### src/hw/csfm_defines.svh
// constants for the clock switch and fail-safe monitor
`ifndef CSFM_DEFINES_SVH
`define CSFM_DEFINES_SVH
// register byte offsets
`define CSFM_OFS_CTRL 12'h000
`define CSFM_OFS_KEY 12'h004
// unlock keys written to the key register
`define CSFM_KEY_HIGH 8'h9a
`define CSFM_KEY_LOW 8'h65
// control register fields
`define CSFM_CUR_LSB 12
`define CSFM_NEW_LSB 8
`define CSFM_LOCK_BIT 5
`define CSFM_FAIL_BIT 3
`define CSFM_KEEP_BIT 1
`define CSFM_REQ_BIT 0
// source codes
`define CSFM_SRC_FRC 3'h0
`define CSFM_SRC_FAST_RC_WITH_MULTIPLIER 3'h1
`define CSFM_SRC_PRI 3'h2
`define CSFM_SRC_PRIPLL 3'h3
`define CSFM_SRC_SLOWX 3'h4
`define CSFM_SRC_SLOWRC 3'h5
// primary submode code that needs no start-up timer
`define CSFM_SUB_EXT 2'h0
// oscillator indices
`define CSFM_OSC_PRI 2'h0
`define CSFM_OSC_SLOWX 2'h1
`define CSFM_OSC_FRC 2'h2
`define CSFM_OSC_SLOWRC 2'h3
// timing and reset values
`define CSFM_SWITCH_EDGES 4'ha
`define CSFM_WIN_EDGES 8'h08
`define CSFM_RST_NEW 3'h0
`define CSFM_RESP_OKAY 2'h0
`define CSFM_RESP_SLVERR 2'h2
`endif

### src/hw/csfm_pkg.sv
// types for the clock switch and fail-safe monitor
`default_nettype none
package csfm_pkg;
    typedef enum logic [2:0] {ST_IDLE, ST_START, ST_WAIT_OST, ST_WAIT_LOCK, ST_COUNT, ST_SWITCH} csfm_state_e;
    typedef struct packed {
        logic switchMonitorDisableCfg;
        logic [2:0] initialSourceCfg;
        logic [1:0] primarySubmodeSelect;
        logic watchdogEnable;
    } csfm_cfg_s;
    typedef struct packed {
        logic [3:0] clk;
        logic [3:0] startupTimer;
        logic pllLock;
    } csfm_osc_s;
endpackage : csfm_pkg
`default_nettype wire

### src/hw/csfm_clock_switch.sv
// clock source switch sequencer with fail-safe monitor and axi4-lite registers
// Function
// - software may switch system clock among six sources; new select is written only while idle
// - primary submode fixed by configuration; switching never changes it
// - switching and monitor work only when the disable setting is 0
// - when disabled, new select is ignored; current shows initial setting
// - when disabled, switch request ignores writes and reads 0
// - request for current source is cleared and abandoned
// - valid switch start clears lock flag and clock fail flag
// - enable requested oscillator; crystals wait for start-up timer
// - sources using the multiplier wait for pll lock
// - count ten edges of the new clock, then switch
// - completion clears request and copies new select into current
// - old source off after switch, except kept slow rc or slow crystal
// - processor keeps running during the whole switch sequence
// - monitor enabled keeps slow internal rc running except in sleep when it is not the current source
// - failure of the current oscillator, except slow rc or in sleep, raises a trap and falls back to fast rc
// - fallback keeps the multiplier when it was in use
`include "csfm_defines.svh"
`default_nettype none
module csfm_clock_switch #(
    parameter int ADDR_W = 12,
    parameter logic [7:0] WIN_EDGES = `CSFM_WIN_EDGES
) (
    // clock and reset
    input wire logic sys_clk,
    input wire logic resetn,
    // configuration and oscillator pins
    input wire csfm_pkg::csfm_cfg_s cfg,
    input wire csfm_pkg::csfm_osc_s oscPins,
    input wire logic sleepMode,
    // clock control outputs
    output logic [2:0] sysClkSel,
    output logic [3:0] oscEnable,
    output logic pllEnable,
    output logic clockFailTrap,
    // axi4-lite slave
    input wire logic [ADDR_W-1:0] s_axi_awaddr,
    input wire logic s_axi_awvalid,
    output logic s_axi_awready,
    input wire logic [31:0] s_axi_wdata,
    input wire logic [3:0] s_axi_wstrb,
    input wire logic s_axi_wvalid,
    output logic s_axi_wready,
    output logic [1:0] s_axi_bresp,
    output logic s_axi_bvalid,
    input wire logic s_axi_bready,
    input wire logic [ADDR_W-1:0] s_axi_araddr,
    input wire logic s_axi_arvalid,
    output logic s_axi_arready,
    output logic [31:0] s_axi_rdata,
    output logic [1:0] s_axi_rresp,
    output logic s_axi_rvalid,
    input wire logic s_axi_rready
);
    function automatic logic [1:0] oscOf(input logic [2:0] src);
        case (src)
            `CSFM_SRC_PRI, `CSFM_SRC_PRIPLL: oscOf = `CSFM_OSC_PRI;
            `CSFM_SRC_SLOWX: oscOf = `CSFM_OSC_SLOWX;
            `CSFM_SRC_SLOWRC: oscOf = `CSFM_OSC_SLOWRC;
            default: oscOf = `CSFM_OSC_FRC;
        endcase
    endfunction : oscOf

    function automatic logic usesPll(input logic [2:0] src);
        usesPll = (src == `CSFM_SRC_FAST_RC_WITH_MULTIPLIER) || (src == `CSFM_SRC_PRIPLL);
    endfunction : usesPll

    csfm_pkg::csfm_state_e state_ff;
    logic [2:0] curSrc_ff, newSel_ff;
    logic req_ff, lock_ff, fail_ff, keep_ff, armHigh_ff, armLow_ff;
    logic [3:0] oscEn_ff, edgeCnt_ff;
    logic pllEn_ff, trap_ff, seen_ff;
    logic [7:0] winCnt_ff;
    logic [8:0] syncA_ff, syncB_ff, syncC_ff;
    logic awready_ff, bvalid_ff, arready_ff, rvalid_ff;
    logic [1:0] bresp_ff, rresp_ff;
    logic [31:0] rdata_ff;

    // ****************************************
    // pin synchronisers
    // ****************************************
    always_ff @(posedge sys_clk)
    begin
        syncA_ff <= oscPins;
        syncB_ff <= syncA_ff;
        syncC_ff <= syncB_ff;
    end
    wire logic [3:0] oscEdge = syncB_ff[8:5] & ~syncC_ff[8:5];
    wire logic [3:0] ostDone = syncB_ff[4:1];
    wire logic lockSync = syncB_ff[0];

    wire logic swEnable = ~cfg.switchMonitorDisableCfg;
    wire logic newEdge = oscEdge[oscOf(newSel_ff)];
    wire logic newCrystal = (oscOf(newSel_ff) == `CSFM_OSC_SLOWX) ||
        ((oscOf(newSel_ff) == `CSFM_OSC_PRI) && (cfg.primarySubmodeSelect != `CSFM_SUB_EXT));
    wire logic monActive = swEnable && !sleepMode && (oscOf(curSrc_ff) != `CSFM_OSC_SLOWRC);
    wire logic winEnd = oscEdge[`CSFM_OSC_SLOWRC] && (winCnt_ff == WIN_EDGES - 8'h01);
    wire logic failEvent = monActive && winEnd && !seen_ff && !oscEdge[oscOf(curSrc_ff)];

    // ****************************************
    // register bus
    // ****************************************
    wire logic wrFire = awready_ff && s_axi_awvalid;
    wire logic rdFire = arready_ff && s_axi_arvalid;
    wire logic wrCtrl = wrFire && (s_axi_awaddr == `CSFM_OFS_CTRL);
    wire logic wrKey = wrFire && (s_axi_awaddr == `CSFM_OFS_KEY);
    wire logic highWr = wrCtrl && s_axi_wstrb[1] && armHigh_ff && (state_ff == csfm_pkg::ST_IDLE);
    wire logic lowWr = wrCtrl && s_axi_wstrb[0] && armLow_ff;

    // accesses are served in every state so code keeps running during a switch
    always_ff @(posedge sys_clk)
    begin
        if (!resetn)
        begin
            awready_ff <= 1'b0;
            bvalid_ff <= 1'b0;
            bresp_ff <= `CSFM_RESP_OKAY;
        end
        else
        begin
            awready_ff <= !awready_ff && !bvalid_ff && s_axi_awvalid && s_axi_wvalid;
            if (wrFire)
            begin
                bvalid_ff <= 1'b1;
                bresp_ff <= (wrCtrl || wrKey) ? `CSFM_RESP_OKAY : `CSFM_RESP_SLVERR;
            end
            else if (s_axi_bready)
                bvalid_ff <= 1'b0;
        end
    end

    always_ff @(posedge sys_clk)
    begin
        if (!resetn)
        begin
            arready_ff <= 1'b0;
            rvalid_ff <= 1'b0;
            rresp_ff <= `CSFM_RESP_OKAY;
            rdata_ff <= 32'h0;
        end
        else
        begin
            arready_ff <= !arready_ff && !rvalid_ff && s_axi_arvalid;
            if (rdFire)
            begin
                rvalid_ff <= 1'b1;
                rresp_ff <= `CSFM_RESP_OKAY;
                rdata_ff <= 32'h0;
                if (s_axi_araddr == `CSFM_OFS_CTRL)
                begin
                    rdata_ff[`CSFM_CUR_LSB +: 3] <= curSrc_ff;
                    rdata_ff[`CSFM_NEW_LSB +: 3] <= newSel_ff;
                    rdata_ff[`CSFM_LOCK_BIT] <= lock_ff;
                    rdata_ff[`CSFM_FAIL_BIT] <= fail_ff;
                    rdata_ff[`CSFM_KEEP_BIT] <= keep_ff;
                    rdata_ff[`CSFM_REQ_BIT] <= req_ff;
                end
                else if (s_axi_araddr == `CSFM_OFS_KEY)
                    rdata_ff[1:0] <= {armHigh_ff, armLow_ff};
                else
                    rresp_ff <= `CSFM_RESP_SLVERR;
            end
            else if (s_axi_rready)
                rvalid_ff <= 1'b0;
        end
    end

    // a key arms one byte for the very next bus write only; any other write disarms
    always_ff @(posedge sys_clk)
    begin
        if (!resetn)
        begin
            armHigh_ff <= 1'b0;
            armLow_ff <= 1'b0;
        end
        else if (wrFire)
        begin
            armHigh_ff <= wrKey && s_axi_wstrb[0] && (s_axi_wdata[7:0] == `CSFM_KEY_HIGH);
            armLow_ff <= wrKey && s_axi_wstrb[0] && (s_axi_wdata[7:0] == `CSFM_KEY_LOW);
        end
    end

    always_ff @(posedge sys_clk)
    begin
        if (!resetn)
        begin
            newSel_ff <= `CSFM_RST_NEW;
            keep_ff <= 1'b0;
        end
        else
        begin
            if (highWr)
                newSel_ff <= s_axi_wdata[`CSFM_NEW_LSB +: 3];
            if (lowWr)
                keep_ff <= s_axi_wdata[`CSFM_KEEP_BIT];
        end
    end

    // ****************************************
    // switch sequencer
    // ****************************************
    always_ff @(posedge sys_clk)
    begin
        if (!resetn)
            req_ff <= 1'b0;
        else if (!swEnable)
            req_ff <= 1'b0;
        else if (failEvent || state_ff == csfm_pkg::ST_SWITCH)
            req_ff <= 1'b0;
        else if (state_ff == csfm_pkg::ST_IDLE && req_ff && newSel_ff == curSrc_ff)
            req_ff <= 1'b0;
        else if (lowWr && s_axi_wdata[`CSFM_REQ_BIT])
            req_ff <= 1'b1;
    end

    always_ff @(posedge sys_clk)
    begin
        if (!resetn)
        begin
            state_ff <= csfm_pkg::ST_IDLE;
            edgeCnt_ff <= 4'h0;
        end
        else if (failEvent)
            state_ff <= csfm_pkg::ST_IDLE;
        else
        begin
            case (state_ff)
                csfm_pkg::ST_IDLE:
                    if (swEnable && req_ff && newSel_ff != curSrc_ff)
                        state_ff <= csfm_pkg::ST_START;
                csfm_pkg::ST_START:
                    state_ff <= csfm_pkg::ST_WAIT_OST;
                csfm_pkg::ST_WAIT_OST:
                    if (!newCrystal || ostDone[oscOf(newSel_ff)])
                        state_ff <= csfm_pkg::ST_WAIT_LOCK;
                csfm_pkg::ST_WAIT_LOCK:
                begin
                    edgeCnt_ff <= 4'h0;
                    if (!usesPll(newSel_ff) || lockSync)
                        state_ff <= csfm_pkg::ST_COUNT;
                end
                csfm_pkg::ST_COUNT:
                    if (newEdge)
                    begin
                        edgeCnt_ff <= edgeCnt_ff + 4'h1;
                        if (edgeCnt_ff == `CSFM_SWITCH_EDGES - 4'h1)
                            state_ff <= csfm_pkg::ST_SWITCH;
                    end
                csfm_pkg::ST_SWITCH:
                    state_ff <= csfm_pkg::ST_IDLE;
                default:
                    state_ff <= csfm_pkg::ST_IDLE;
            endcase
        end
    end

    // configuration is static, so the reset branch may take the initial source
    always_ff @(posedge sys_clk)
    begin
        if (!resetn)
            curSrc_ff <= cfg.initialSourceCfg;
        else if (failEvent)
            curSrc_ff <= usesPll(curSrc_ff) ? `CSFM_SRC_FAST_RC_WITH_MULTIPLIER : `CSFM_SRC_FRC;
        else if (state_ff == csfm_pkg::ST_SWITCH)
            curSrc_ff <= newSel_ff;
    end

    always_ff @(posedge sys_clk)
    begin
        if (!resetn)
        begin
            fail_ff <= 1'b0;
            lock_ff <= 1'b0;
            trap_ff <= 1'b0;
        end
        else
        begin
            trap_ff <= failEvent;
            lock_ff <= (state_ff == csfm_pkg::ST_START) ? 1'b0 : lockSync;
            if (failEvent)
                fail_ff <= 1'b1;
            else if (state_ff == csfm_pkg::ST_START || (lowWr && !s_axi_wdata[`CSFM_FAIL_BIT]))
                fail_ff <= 1'b0;
        end
    end

    // ****************************************
    // oscillator power and fail-safe window
    // ****************************************
    always_ff @(posedge sys_clk)
    begin
        if (!resetn)
        begin
            oscEn_ff <= 4'h0;
            oscEn_ff[oscOf(cfg.initialSourceCfg)] <= 1'b1;
            pllEn_ff <= usesPll(cfg.initialSourceCfg);
        end
        else
        begin
            pllEn_ff <= usesPll(curSrc_ff) || (state_ff != csfm_pkg::ST_IDLE && usesPll(newSel_ff));
            if (failEvent)
                oscEn_ff[`CSFM_OSC_FRC] <= 1'b1;
            else if (state_ff == csfm_pkg::ST_START)
                oscEn_ff[oscOf(newSel_ff)] <= 1'b1;
            else if (state_ff == csfm_pkg::ST_SWITCH && oscOf(curSrc_ff) != oscOf(newSel_ff) &&
                     !(oscOf(curSrc_ff) == `CSFM_OSC_SLOWX && keep_ff))
                oscEn_ff[oscOf(curSrc_ff)] <= 1'b0;
            if (swEnable || cfg.watchdogEnable)
                oscEn_ff[`CSFM_OSC_SLOWRC] <= !sleepMode || (oscOf(curSrc_ff) == `CSFM_OSC_SLOWRC);
        end
    end

    // one missing edge window is enough; a slower current clock needs a longer window
    always_ff @(posedge sys_clk)
    begin
        if (!resetn || !monActive)
        begin
            winCnt_ff <= 8'h0;
            seen_ff <= 1'b0;
        end
        else if (winEnd)
        begin
            winCnt_ff <= 8'h0;
            seen_ff <= 1'b0;
        end
        else
        begin
            winCnt_ff <= winCnt_ff + {7'h0, oscEdge[`CSFM_OSC_SLOWRC]};
            if (oscEdge[oscOf(curSrc_ff)])
                seen_ff <= 1'b1;
        end
    end

    assign sysClkSel = curSrc_ff;
    assign oscEnable = oscEn_ff;
    assign pllEnable = pllEn_ff;
    assign clockFailTrap = trap_ff;
    assign s_axi_awready = awready_ff;
    assign s_axi_wready = awready_ff;
    assign s_axi_bvalid = bvalid_ff;
    assign s_axi_bresp = bresp_ff;
    assign s_axi_arready = arready_ff;
    assign s_axi_rvalid = rvalid_ff;
    assign s_axi_rresp = rresp_ff;
    assign s_axi_rdata = rdata_ff;
endmodule : csfm_clock_switch
`default_nettype wire

### config.mk
export PLATFORM = sky130hd
export DESIGN_NAME = csfm_clock_switch
export DESIGN_NICKNAME = d
export VERILOG_FILES = /design/src/hw/csfm_pkg.sv /design/src/hw/csfm_clock_switch.sv
export VERILOG_INCLUDE_DIRS = /design/src /design/src/hw
export SDC_FILE = /design/constraint.sdc
export NUM_CORES = 1
export LEC_CHECK = 0
export BUFFER_PORTS_ARGS = -buffer_cell sky130_fd_sc_hd__buf_2
export CAP_MARGIN = 10
export CORE_ASPECT_RATIO = 0.8
export CORE_MARGIN = 1.5
export CORE_UTILIZATION = 48
export DETAILED_ROUTE_END_ITERATION = 10
export PLACE_DENSITY = 0.78
export SYNTH_ARGS = -nofsm -noshare
export SYNTH_HDL_FRONTEND = slang
export SYNTH_SLANG_ARGS = --single-unit
### constraint.sdc
create_clock -name sys_clk -period 3.43 [get_ports sys_clk]
set_clock_uncertainty 0.1 [all_clocks]
set_input_delay 1.029 -clock sys_clk [delete_from_list [all_inputs] [get_ports sys_clk]]
set_output_delay 1.029 -clock sys_clk [all_outputs]
set_load 0.01 [all_outputs]
==> metrics.csv <==
metric,value,unit
status,finished clean,
internal_power,1.32,mW
netlist_instances,352,
yosys-top-cells-area,"dfxtp_1, edfxtp_1, buf_4",
ir_worst_vdd,0.254,mV
drive_gt1_frac,0.254,
mostFrequentLayoutCell,buf_2,
grt_start_max_net_pins,31,
yosysSeqAreaShare,0.449,
leakage,1.69,nW
syn_to_final_growth,18.6,%
cts_made_buffers,9,
cts.sinks,72,
wirelength,7480,um
ys_types,62,
cts_setup_buffers,0,
synth-edff-count,7,
worstPathRequired,3.41,ns
ys.flop_type,dfxtp_1,
p_comb_frac,0.084,
timing.slew.headroom,0.583,
io_buffers,86,
ios,134,
worstSetupStartpointType,flop,
vias,2866,
clock_path_buffers,2,
setup_violations,0,
start_util,0.493,
crit_path_max_fanout,13,
grt_overflow_total,0,
yosys.area.top_type,dfxtp_1,
die_area,7520,um^2
insertion_delay,0.35,ns
cts_root_buf,clkbuf_8,
cts_resized,0,
drv_cap,0,
fin_util,0.585,
h-tree-depth,3,
power.share.sequential,0.516,
avgSynthCellArea,9.55,um^2
worst_pin_slew,0.623,ns
yosys_warnings,0,
rsz0062_at_grt,false,
coreArea,6820,um^2
drt_first_pass_iters,4,
power_density,431,nW/um^2
path_clk_slew,0.07,ns
worst-setup-path-type,flop to flop,
vias_per_cell,5.39,
synth-seq-cells,72,
wire_per_inst,14.1,um
cts_hold_buf,0,
grtUsageTotal,0.214,
layout_min_cycle_time,2.77,ns
fp.dieH,77.9,um
clkPwrFrac,0.400,
max_freq,0.361,GHz
async_flop_share,0,
swShare,0.234,
dp_hpwl,5540,um
cp.arrival,2.75,ns
final_nets,534,
finalMaxSlewViolations,0,
p_switching,0.403,mW
hold_viol_final,0,
layout_common_cells,"buf_2, dfxtp_1, nand2_1",
die_x,96.6,um
syn_area,3360,um^2
drc,0,
cts_tree,yes,
totalNegativeSetupSlack,0,ns
period_share,0.808,
gp_congestion,0.846,
synth_top_area_frac,0.387,
end_kind,flop,
hold_class,flop to flop,
antenna_found_initial,0,
insertedDiodeCount,0,
grt_pass1_wl,12300,um
final_antenna_net_count,0,
rows,27,
grt_pass1_vias,2697,
drt-initial-drc-count,164,
==> path summary, 6_finish.rpt <==
check,startpoint,endpoint,slack (ns),cells past startpoint
max,sysClkSel[1]$_DFFE_PP_,sysClkSel[2]$_DFFE_PP_,0.66,7
min,syncA_ff[5]$_DFF_P_,syncB_ff[5]$_DFF_P_,0.22,0
max reg2reg,sysClkSel[1]$_DFFE_PP_,sysClkSel[2]$_DFFE_PP_,0.66,7
min reg2reg,syncA_ff[5]$_DFF_P_,syncB_ff[5]$_DFF_P_,0.22,0
==> kinds of logic (layout without fill, tap and decap cells) <==
group / count (synthesis) / count (layout) / share of synthesized area
AND/OR/NAND/NOR: 140 / 140 / 0.235
flip-flops: 72 / 72 / 0.449
AO/OA/AOI/OAI: 67 / 67 / 0.158
buffers and inverters: 49 / 119 / 0.0852
XOR/XNOR: 11 / 11 / 0.0286
adder cells (fa/ha/maj): 9 / 9 / 0.0335
multiplexers: 3 / 3 / 0.00893
other: 1 / 24 / 0.00112
==> layer usage <==
layer	share of wire	wire length [um]	track usage
met1	0.46	3420	0.287
met2	0.45	3370	0.317
met4	0.021	157	0.0899
met5	0	0	0
met3	0.071	531	0.0618
==> synthesized netlist by cell type (4+ instances only) <==
library cell	n
a21boi_0	8
a21oi_1	4
a22oi_1	8
and2_1	6
and3_1	4
buf_4	25
clkbuf_1	8
dfxtp_1	65
edfxtp_1	7
ha_1	9
inv_1	14
nand2_1	27
nand2b_1	7
nand3_1	8
nand3b_1	5
nand4_1	5
nand4b_1	6
nor2_1	26
nor2b_1	14
nor3_1	5
nor3b_1	4
nor4_1	8
o21ai_0	11
xnor2_1	8
==> metrics by stage <==
step / hold WS [ns] / instance area [um^2] / cells / power (mW) / setup WS, ns
final: 0.224 / 3990 / 532 / 1.72 / 0.660
after global routing: 0.236 / 3990 / 532 / 1.79 / 0.551
after CTS: 0.228 / 3990 / 532 / 1.73 / 0.689
after detailed placement: 0.212 / 3780 / 517 / 1.05 / 0.579
after global placement: 0.213 / 3780 / 517 / 1.05 / 0.641
after floorplan: 0.210 / 3450 / 375 / 1.00 / 0.914
==> worst max-delay path: stages, from the launching register on <==
cell      delay [ns]
edfxtp_1        0.39
inv_1           0.12
ha_1            0.29
nor3b_1         0.09
a2111o_1        0.46
a2111o_1        0.67
nand2_1         0.27
o22ai_1         0.11
==> registers in the layout, summed over array words and instances, names as in the netlist, 3 cells and up <==
signal,cells
s_axi_rdata,10
syncA_ff,9
syncB_ff,9
winCnt_ff,8
edgeCnt_ff,4
oscEnable,4
syncC_ff,4
newSel_ff,3
state_ff,3
sysClkSel,3
==> cell type report <==
class                      count  area [um^2]
multi-input combinational    254         1650
clock inverter                 4         51.3
fill                         596         2840
clock buffer                  11          153
timing repair buffer          90          460
inverter                      14         52.6
sequential                    72         1510
tap                           87          109
==> power by group through the flow <==
stage	logic, mW	registers (mW)	clock network, mW
finish	0.144	0.888	0.688
global route	0.161	0.891	0.742
CTS	0.143	0.888	0.697
detailed placement	0.142	0.908	0
global placement	0.140	0.907	0
floorplan	0.0927	0.911	0
No activity file was read; power rests on OpenSTA's default activity.
